## config.mk

```make
export PLATFORM = sky130hd
export DESIGN_NAME = mch_dev_flat
export DESIGN_NICKNAME = d
export VERILOG_FILES = /design/src/shared/mch_pkg.sv /design/src/shared/mch_if.sv /design/src/hdl/mch_dev.sv /design/src/flat_wrapper.sv
export SDC_FILE = /design/constraint.sdc
export NUM_CORES = 1
export LEC_CHECK = 0
export BUFFER_PORTS_ARGS = -buffer_cell sky130_fd_sc_hd__buf_2
export CORE_MARGIN = 4
export CORE_UTILIZATION = 40
export DETAILED_ROUTE_END_ITERATION = 6
export SLEW_MARGIN = 15
export SYNTH_ARGS = -nofsm -noshare
export SYNTH_HDL_FRONTEND = slang
export SYNTH_SLANG_ARGS = --single-unit
```

## constraint.sdc

```tcl
create_clock -name mclk_i -period 4.4 [get_ports mclk_i]
set_input_delay 0.66 -clock mclk_i [delete_from_list [all_inputs] [get_ports mclk_i]]
set_output_delay 0.66 -clock mclk_i [all_outputs]
set_load 0.02 [all_outputs]
```

## src/shared/mch_pkg.sv

```systemverilog
package mch_pkg;
    // bus geometry
    localparam int DATA_W      = 8;     // full data bus width
    localparam int ADDR_W      = 6;     // multiplexed address bits
    localparam int LOC_N       = 64;    // addressable internal locations
    // fixed locations inside the device map
    localparam logic [5:0] ADDR_STATUS = 6'h07;  // status register
    localparam logic [5:0] ADDR_MCMD   = 6'h08;  // motor command register
    // status bit positions
    localparam int ST_LIMIT_BIT = 4;    // end-of-travel flag
    localparam int ST_HALT_BIT  = 5;    // halt flag
    localparam int ST_CFG_W     = 4;    // writable low status bits
    // reset values
    localparam logic [7:0] MCMD_RST   = 8'h80;  // bipolar zero
    localparam logic [7:0] STATUS_RST = 8'h00;
    // clock and timing
    localparam int CLK_PS      = 5000;  // 200 MHz period in ps
    localparam int T_CSOE_NS   = 200;   // read: cs rise to oe fall extra
    localparam int T_RC_NS     = 450;   // read: ale to ale extra
    localparam int CSOE_CYC    = 3 + (T_CSOE_NS * 1000 + CLK_PS - 1) / CLK_PS;
    localparam int RC_CYC      = 3 + (T_RC_NS * 1000 + CLK_PS - 1) / CLK_PS;
    localparam int SYNC_LO_CYC = 18;    // least sync low width in clocks
    localparam int FILT_N      = 3;     // encoder stable-edge count
    localparam int POS_W       = 24;    // position counter width
    localparam int TIMER_W     = 8;     // sample timer width
    localparam logic [7:0] TIMER_LOAD = 8'h3f;  // sample period reload
    localparam int HALT_STEP   = 1;     // deceleration per sample
    // controller modes
    typedef enum logic [1:0] {
        MCH_RESET = 2'b00,
        MCH_IDLE  = 2'b01,
        MCH_RUN   = 2'b10,
        MCH_IVEL  = 2'b11
    } mch_mode_t;
    // host sequencer states
    typedef enum logic [2:0] {
        MCH_H_IDLE = 3'b000,
        MCH_H_ALE  = 3'b001,
        MCH_H_CS   = 3'b010,
        MCH_H_OE   = 3'b011,
        MCH_H_GAP  = 3'b100
    } mch_hstate_t;
endpackage : mch_pkg

```

## src/shared/mch_if.sv

```systemverilog
`timescale 1ns/1ps
interface mch_if;
    logic       ale_n;     // address latch strobe
    logic       cs_n;      // chip select
    logic       rd_wr_n;   // 1 read, 0 write
    logic       oe_n;      // output enable
    logic [7:0] host_d;    // host drive of the bus
    logic       host_oe;   // host drives bus
    logic [7:0] dev_d;     // device drive of the bus
    logic       dev_oe;    // device drives bus
    logic       sync_n;    // sample-timer sync
    wire  [7:0] bus = dev_oe ? dev_d : host_d;  // resolved bus level
    modport dev  (input ale_n, cs_n, rd_wr_n, oe_n, host_d, host_oe,
                  sync_n, output dev_d, dev_oe);
    modport host (output ale_n, cs_n, rd_wr_n, oe_n, host_d, host_oe,
                  sync_n, input dev_d, dev_oe);
endinterface : mch_if

```

## src/hdl/mch_dev.sv

```systemverilog
`timescale 1ns/1ps
// What this block does
// low six bus bits carry address, then data
// top two bits are data only
// address strobe latches low six bits
// read/write line sets transfer direction
// write stores bus data at latched address
// read copies location into output latch
// output enable drives output latch onto bus
// host waits three clocks plus 200 ns
// read data valid within three clocks plus 300 ns
// reads spaced three clocks plus 450 ns
// motor command write reaches pins quickly
// host holds sync low eighteen clocks
// end-of-travel flag forces idle mode
// end-of-travel idle zeroes motor command
// end-of-travel flag readable in status
// halt decelerates only in integral velocity
// reset sets every register but the general locations, enters reset mode
// reference pulse either polarity, commutator only
// encoder gives two quadrature channels
// sync low in idle holds timer zero
// flags clear after pin high and status write
// encoder level needs three stable edges
// position counts up when B leads A
// address latch holds until next strobe
module mch_dev (
    // clock and reset
    input  wire logic        mclk_i,
    input  wire logic        reset_n_i,
    // link
    mch_if.dev               bus,
    // emergency and encoder pins
    input  wire logic        limit_n_i,
    input  wire logic        halt_n_i,
    input  wire logic        enc_a_i,
    input  wire logic        enc_b_i,
    input  wire logic        ref_pulse_i,
    input  wire logic        ref_high_i,   // 1: reference pulse active high
    // controller mode request from user side
    input  wire logic        mode_run_i,
    input  wire logic        mode_ivel_i,
    // outputs
    output logic [7:0]       motor_command_outputs_o,
    output logic             idle_o,
    output logic [23:0]      position_o,
    output logic             ref_mark_o
);
    mch_pkg::mch_mode_t mode_reg, mode_next;
    logic [7:0] mem [mch_pkg::LOC_N];   // internal locations
    logic [5:0] addr_reg, addr_next;    // address latch
    logic [7:0] olat_reg, olat_next;    // output latch
    logic       idle_reg;               // registered idle flag
    logic       cs_d_reg;               // chip select history for edges
    logic       drv_reg, drv_next;
    logic [7:0] mc_reg, mc_next;
    logic [7:0] st_reg, st_next;
    logic       lim_reg, lim_next, hlt_reg, hlt_next;
    logic [7:0] tmr_reg, tmr_next;
    logic [2:0] fa_reg, fb_reg, fi_reg; // three-edge shift filters
    logic       a_reg, b_reg, i_reg, a_next, b_next, i_next;
    logic [23:0] pos_reg, pos_next;
    logic       ref_reg, ref_next;
    logic       wr_ev, rd_ev, sample;

    // filter: new level only after three equal samples
    function automatic logic filt(input logic [2:0] h, input logic cur);
        filt = (h == 3'b111) ? 1'b1 : (h == 3'b000) ? 1'b0 : cur;
    endfunction : filt

    // chip select rising edge completes the access
    assign wr_ev  = !cs_d_reg && bus.cs_n && !bus.rd_wr_n;
    assign rd_ev  = !cs_d_reg && bus.cs_n &&  bus.rd_wr_n;
    assign sample = (tmr_reg == 8'h00);

    // next values for bus, flags, mode and encoder
    always_comb begin
        addr_next = addr_reg; olat_next = olat_reg; mc_next = mc_reg;
        st_next = st_reg; mode_next = mode_reg; tmr_next = tmr_reg;
        lim_next = lim_reg; hlt_next = hlt_reg;
        // latch only on strobe, hold otherwise
        if (!bus.ale_n) addr_next = bus.host_d[5:0];
        // drive only while output enable is low
        drv_next = !bus.oe_n && bus.rd_wr_n;
        if (rd_ev) begin
            // copy into latch, bus still not driven
            olat_next = (addr_reg == mch_pkg::ADDR_MCMD) ? mc_reg :
                        (addr_reg == mch_pkg::ADDR_STATUS) ? st_reg :
                        mem[addr_reg];
        end
        // status write clears flags once pin is high again
        if (wr_ev && addr_reg == mch_pkg::ADDR_STATUS) begin
            st_next[mch_pkg::ST_CFG_W-1:0] =
                bus.host_d[mch_pkg::ST_CFG_W-1:0];
            if (limit_n_i) lim_next = 1'b0;
            if (halt_n_i)  hlt_next = 1'b0;
        end
        // set wins over clear
        if (!limit_n_i) lim_next = 1'b1;
        if (!halt_n_i)  hlt_next = 1'b1;
        st_next[mch_pkg::ST_LIMIT_BIT] = lim_next;
        st_next[mch_pkg::ST_HALT_BIT]  = hlt_next;
        if (wr_ev && addr_reg == mch_pkg::ADDR_MCMD)
            mc_next = bus.host_d;
        // sample timer, cleared by sync in idle only
        if (mode_reg == mch_pkg::MCH_IDLE && !bus.sync_n)
            tmr_next = 8'h00;
        else if (sample) tmr_next = mch_pkg::TIMER_LOAD;
        else tmr_next = tmr_reg - 8'h01;
        // mode leaves idle for run or ivel only at control sample boundaries
        case (mode_reg)
            mch_pkg::MCH_RESET: mode_next = mch_pkg::MCH_IDLE;
            mch_pkg::MCH_IDLE: begin
                if (sample && !lim_reg && mode_ivel_i)
                    mode_next = mch_pkg::MCH_IVEL;
                else if (sample && !lim_reg && mode_run_i)
                    mode_next = mch_pkg::MCH_RUN;
            end
            mch_pkg::MCH_RUN, mch_pkg::MCH_IVEL: begin
                if (sample && hlt_reg && mode_reg == mch_pkg::MCH_IVEL &&
                    mc_reg != mch_pkg::MCMD_RST) begin
                    // step toward bipolar zero
                    mc_next = (mc_reg > mch_pkg::MCMD_RST) ?
                        mc_reg - 8'(mch_pkg::HALT_STEP) :
                        mc_reg + 8'(mch_pkg::HALT_STEP);
                end
            end
            default: mode_next = mch_pkg::MCH_RESET;
        endcase
        if (lim_reg && mode_reg != mch_pkg::MCH_RESET) begin
            mode_next = mch_pkg::MCH_IDLE;
            if (mode_reg != mch_pkg::MCH_IDLE)
                mc_next = mch_pkg::MCMD_RST;
        end
        // encoder filter and quadrature decode
        a_next = filt(fa_reg, a_reg);
        b_next = filt(fb_reg, b_reg);
        i_next = filt(fi_reg, i_reg);
        pos_next = pos_reg;
        if ((a_next ^ a_reg) || (b_next ^ b_reg)) begin
            // b leads a when the new b differs from the old a
            if ((b_next ^ a_reg) != 1'b0) pos_next = pos_reg + 24'h1;
            else pos_next = pos_reg - 24'h1;
        end
        // reference mark for commutator only
        ref_next = (i_next ^ i_reg) && (i_next == ref_high_i);
    end

    // registers; reset gives reset mode
    always_ff @(posedge mclk_i) begin
        if (!reset_n_i) begin
            mode_reg  <= mch_pkg::MCH_RESET;
            idle_reg  <= 1'b0;
            addr_reg  <= 6'h00;
            olat_reg  <= 8'h00;
            drv_reg   <= 1'b0;
            cs_d_reg  <= 1'b1;
            mc_reg    <= mch_pkg::MCMD_RST;
            st_reg    <= mch_pkg::STATUS_RST;
            lim_reg   <= 1'b0;
            hlt_reg   <= 1'b0;
            tmr_reg   <= 8'h00;
            fa_reg    <= 3'h0;
            fb_reg    <= 3'h0;
            fi_reg    <= 3'h0;
            a_reg     <= 1'b0;
            b_reg     <= 1'b0;
            i_reg     <= 1'b0;
            pos_reg   <= 24'h0;
            ref_reg   <= 1'b0;
        end else begin
            mode_reg  <= mode_next;
            // registered so the idle pin never glitches on decode
            idle_reg  <= (mode_next == mch_pkg::MCH_IDLE);
            addr_reg  <= addr_next;
            olat_reg  <= olat_next;
            drv_reg   <= drv_next;
            cs_d_reg  <= bus.cs_n;
            mc_reg    <= mc_next;
            st_reg    <= st_next;
            lim_reg   <= lim_next;
            hlt_reg   <= hlt_next;
            tmr_reg   <= tmr_next;
            // three-sample history feeds the stable-level filter
            fa_reg    <= {fa_reg[1:0], enc_a_i};
            fb_reg    <= {fb_reg[1:0], enc_b_i};
            fi_reg    <= {fi_reg[1:0], ref_pulse_i};
            a_reg     <= a_next;
            b_reg     <= b_next;
            i_reg     <= i_next;
            pos_reg   <= pos_next;
            ref_reg   <= ref_next;
        end
    end

    // general locations; memory has no reset by design
    always_ff @(posedge mclk_i) begin
        if (wr_ev) mem[addr_reg] <= bus.host_d;
    end

    assign bus.dev_d  = olat_reg;
    assign bus.dev_oe = drv_reg;
    assign motor_command_outputs_o = mc_reg;
    assign idle_o     = idle_reg;
    assign position_o = pos_reg;
    assign ref_mark_o = ref_reg;
endmodule : mch_dev

```

## src/flat_wrapper.sv

```systemverilog
// flat-port wrapper written by rule: the top's interface ports become plain ports
module mch_dev_flat 
  (mclk_i, reset_n_i, limit_n_i, halt_n_i, enc_a_i, enc_b_i, ref_pulse_i, ref_high_i, mode_run_i, mode_ivel_i, motor_command_outputs_o, idle_o, position_o, ref_mark_o, bus_ale_n, bus_cs_n, bus_rd_wr_n, bus_oe_n, bus_host_d, bus_host_oe, bus_sync_n, bus_dev_d, bus_dev_oe);
  mch_if bus_i ();
  input  wire logic mclk_i;
  input  wire logic reset_n_i;
  input  wire logic limit_n_i;
  input  wire logic halt_n_i;
  input  wire logic enc_a_i;
  input  wire logic enc_b_i;
  input  wire logic ref_pulse_i;
  input  wire logic ref_high_i;
  input  wire logic mode_run_i;
  input  wire logic mode_ivel_i;
  output logic [7:0] motor_command_outputs_o;
  output logic idle_o;
  output logic [23:0] position_o;
  output logic ref_mark_o;
  input wire logic [$bits(bus_i.ale_n)-1:0] bus_ale_n;
  input wire logic [$bits(bus_i.cs_n)-1:0] bus_cs_n;
  input wire logic [$bits(bus_i.rd_wr_n)-1:0] bus_rd_wr_n;
  input wire logic [$bits(bus_i.oe_n)-1:0] bus_oe_n;
  input wire logic [$bits(bus_i.host_d)-1:0] bus_host_d;
  input wire logic [$bits(bus_i.host_oe)-1:0] bus_host_oe;
  input wire logic [$bits(bus_i.sync_n)-1:0] bus_sync_n;
  output wire logic [$bits(bus_i.dev_d)-1:0] bus_dev_d;
  output wire logic [$bits(bus_i.dev_oe)-1:0] bus_dev_oe;
  assign bus_i.ale_n = bus_ale_n;
  assign bus_i.cs_n = bus_cs_n;
  assign bus_i.rd_wr_n = bus_rd_wr_n;
  assign bus_i.oe_n = bus_oe_n;
  assign bus_i.host_d = bus_host_d;
  assign bus_i.host_oe = bus_host_oe;
  assign bus_i.sync_n = bus_sync_n;
  assign bus_dev_d = bus_i.dev_d;
  assign bus_dev_oe = bus_i.dev_oe;
  mch_dev u_core (.mclk_i(mclk_i), .reset_n_i(reset_n_i), .bus(bus_i), .limit_n_i(limit_n_i), .halt_n_i(halt_n_i), .enc_a_i(enc_a_i), .enc_b_i(enc_b_i), .ref_pulse_i(ref_pulse_i), .ref_high_i(ref_high_i), .mode_run_i(mode_run_i), .mode_ivel_i(mode_ivel_i), .motor_command_outputs_o(motor_command_outputs_o), .idle_o(idle_o), .position_o(position_o), .ref_mark_o(ref_mark_o));
endmodule
```

==> impl_results.md <==
- Outcome: finished, final reports clean
- Per-cell routed wire length: 24.1 um
- Mapped Area: between 20000 and 25000 sq um
- Seq pwr share: 52.1%
- Top_reg_cell synth: edfxtp_1
- Total global routing overflow: 0
- Tot GR Track Use: between 15 and 20%
- Top delay family on crit path: compound AO/OA/AOI/OAI gates
- DIE WIDTH: between 200 and 300 um
- Area of the core: just over 60000 sq um
- CTS sink count: between 500 and 600
- Area delta synth->final: 13.9%
- CTS tree: yes
- Post-synth EDFFs: 512
- Final setup vio count: 0
- Avg Vias per Cell: 5.76
- Number of global-route vias before repair: roughly 14000
- Num CTS Buffers: 59
- N_diodes: 0
- Initial DRC count: ~1200
- Netlist cell types: between 70 and 80
- First-pass GRT wire length: roughly 87 mm
- Vias: 13776
- Dpl cells: 2283
- IO Pins: 67
- Syn_nets: ~1500
- Gate power share: under 10%
- Drt drc: 0
- Final hold vios: 0
- Crit path launch type: flop
- Cells along the critical path: a21oi_1 -> a211o_1 -> nand2_1 -> xnor2_1 -> ha_1 -> and3_1 -> nand4_1 -> a2bb2oi_1 -> mux2i_1 -> mux2i_1
- CP Capture Type: flop
- Final cell count without fillers: roughly 2400
- GPL Wtd Cong: 0.844
- CTS Buffer Depth: 3
- Initial antenna violation count: 1
- Avg Cell Area, Syn: around 17 sq um
- Slowest-stage cell, CP: a211o_1
- Finished Core Util: between 40% and 50%
- Final antenna-violating net count: 0
- TNS Setup: 0 ns
- Switching part of the total: 22.0%
- WP buf/inv: 0
- Peak supply drop: roughly 280 uV
- Slew HR: approximately 29%
- Pwr dens: between 400 and 500 nW/um^2
- Share of layout cells above drive strength 1: ~23%
- DIE AREA: between 60000 and 70000 sq um
- Seq/Total Area, Yosys: a little over two thirds
- CTS resizes: 0
- Critical Path RT: a little under 5 ns
- RR Startpoint: u_core.fb_reg[0]
- Min Tclk post-route: 3.26 ns
- CP max stage delay: approximately 0.48 ns
- Final period utilization: 74.0%
- Root buf cell: clkbuf_16
- FF+latch count, synth: between 500 and 600
- Clk pwr share: a little over two fifths
- Clk pin slew, worst setup/hold paths: around 0.060 ns
- Worst-Skew Late Latency: roughly 0.63 ns
- CP Launch Point: u_core.fb_reg[0]
- Synth Instances: 1463
- Post-CTS Hold Fix Bufs: 0
- Ys async rst share: 0%
- P_sw: 2.64 mW
- Largest Register: u_core.mem
- Row count: 90
- Die Y: ~260 um
- # Post-CTS Setup Buffers: 0
- Worst-Margin Slew: 1.06 ns
- CP max FO: 12
- RSZ-0062 raised after global routing: no
- 1st-pass router iterations: 7
- Starting Density: between 40% and 50%
- Largest net degree at the start of global routing: 57
- Nets: ~1600
- Setup Crit Path Kind: flop to flop
- Worst Min Path Start: bus_oe_n
- Ys Warns: 0
- Pleak: 8.93 nW
- Count of pins over their slew limit: 0
- Routed wire length: about 58 mm
- Post-Route Skew: between 0.03 and 0.04 ns
- CTS H-tree depth: 2
- Hpwl dp: 36.3 mm
- Worst hold path type: primary input to flop
- Number of flip-flops in the largest register: approximately 510
- IO buf count: 65
- Arr. time, crit path: between 3 and 4 ns
- Max-cap viol count: 0
- Cell mode on critical path: mux2i_1
- Int Pwr: slightly above 9 mW
- Highest Clock Rate: around 0.31 GHz
==> kinds of logic (layout without fill, tap and decap cells) <==
family | Yosys count | after routing | synth area share (%)
buffers and inverters | 107 | 254 | 1.86
AO/OA/AOI/OAI | 177 | 177 | 4.85
adder cells (fa/ha/maj) | 9 | 9 | 0.491
multiplexers | 190 | 190 | 14.8
XOR/XNOR | 17 | 17 | 0.608
AND/OR/NAND/NOR | 367 | 367 | 7.67
flip-flops | 596 | 596 | 69.7
==> cells in the mapped netlist (14+ instances only) <==
library cell / count / share of area (%)
nand3_1: 23 / 0.47
nand4_1: 17 / 0.43
a22oi_1: 25 / 0.77
mux4_2: 138 / 13
nor3_1: 27 / 0.55
edfxtp_1: 512 / 63
nand2b_1: 17 / 0.43
buf_1: 16 / 0.25
mux2i_1: 51 / 2.1
nand2_1: 59 / 0.90
clkbuf_1: 55 / 0.84
a21oi_1: 46 / 0.94
or3_1: 14 / 0.36
nor2_1: 120 / 1.8
o21ai_1: 14 / 0.29
and2_1: 14 / 0.36
dfxtp_1: 84 / 6.9
==> power by group through the flow <==
stage	clock, mW	combinational [mW]	sequential [mW]
6_report	5.02	0.729	6.25
5_1_grt	5.37	0.794	6.26
3_5_place_dp	0	0.734	6.37
4_1_cts	5.13	0.737	6.25
3_3_place_gp	0	0.713	6.37
2_1_floorplan	0	0.481	6.34
==> stage by stage <==
step	instance area (sq um)	power (mW)	setup WS (ns)	hold slack [ns]
6_report	27900	12.0	1.14	0.194
5_1_grt	27900	12.4	0.880	0.180
4_1_cts	27900	12.1	1.16	0.160
3_5_place_dp	25900	7.11	1.12	0.469
3_3_place_gp	25900	7.08	1.15	0.460
2_1_floorplan	24500	6.82	1.55	0.441
==> worst paths after layout <==
| kind | to | slack, ns | depth (start not counted) |
|---|---|---|---|
| setup / recovery | u_core.position_o[12] | 1.14 | 10 |
| hold / removal | u_core.bus.dev_oe | 0.19 | 2 |
| setup reg to reg | u_core.position_o[12] | 1.14 | 10 |
| hold reg to reg | u_core.a_reg | 0.48 | 2 |
==> placed cells by master, fill, tap and decap left out, types with 15 or more instances in the layout <==
| master | netlist | routed |
|---|---|---|
| nand3_1 | 23 | 23 |
| dfxtp_1 | 84 | 81 |
| clkbuf_16 | 0 | 59 |
| nand2b_1 | 17 | 17 |
| nand2_1 | 59 | 59 |
| buf_4 | 6 | 60 |
| edfxtp_1 | 512 | 512 |
| a22oi_1 | 25 | 25 |
| buf_2 | 13 | 65 |
| mux4_2 | 138 | 138 |
| mux2i_1 | 51 | 51 |
| nor2_1 | 120 | 120 |
| nand4_1 | 17 | 17 |
| a21oi_1 | 46 | 46 |
| clkbuf_1 | 55 | 15 |
| nor3_1 | 27 | 27 |
==> worst reg2reg max path, cell delays in order, from the launching register on <==
cell and delay, ns:
dfxtp_1 0.35, a21oi_1 0.39, a211o_1 0.48, nand2_1 0.16, xnor2_1 0.16, ha_1 0.26, and3_1 0.30, nand4_1 0.12
a2bb2oi_1 0.48, mux2i_1 0.29, mux2i_1 0.20
==> cell type report <==
| type | count | area (sq um) |
|---|---|---|
| clock buffer | 77 | 1570 |
| clock inverter | 32 | 369 |
| fill | 5162 | 32600 |
| inverter | 15 | 56.3 |
| multi-input combinational | 760 | 6960 |
| sequential | 596 | 17100 |
| tap | 782 | 978 |
| timing repair buffer | 130 | 876 |
==> metal layers <==
layer | share of wire (%) | routed length (um) | vias to the layer above | GRT usage [%]
met5 | 0 | 0 | - | 0
met4 | 1.9 | 1120 | 0 | 4.08
met3 | 6.5 | 3760 | 78 | 3.08
met2 | 46 | 26600 | 451 | 26.7
met1 | 45 | 26200 | 7173 | 26.2
li1 | - | - | 6074 | -
No activity file was read; power rests on OpenSTA's default activity.
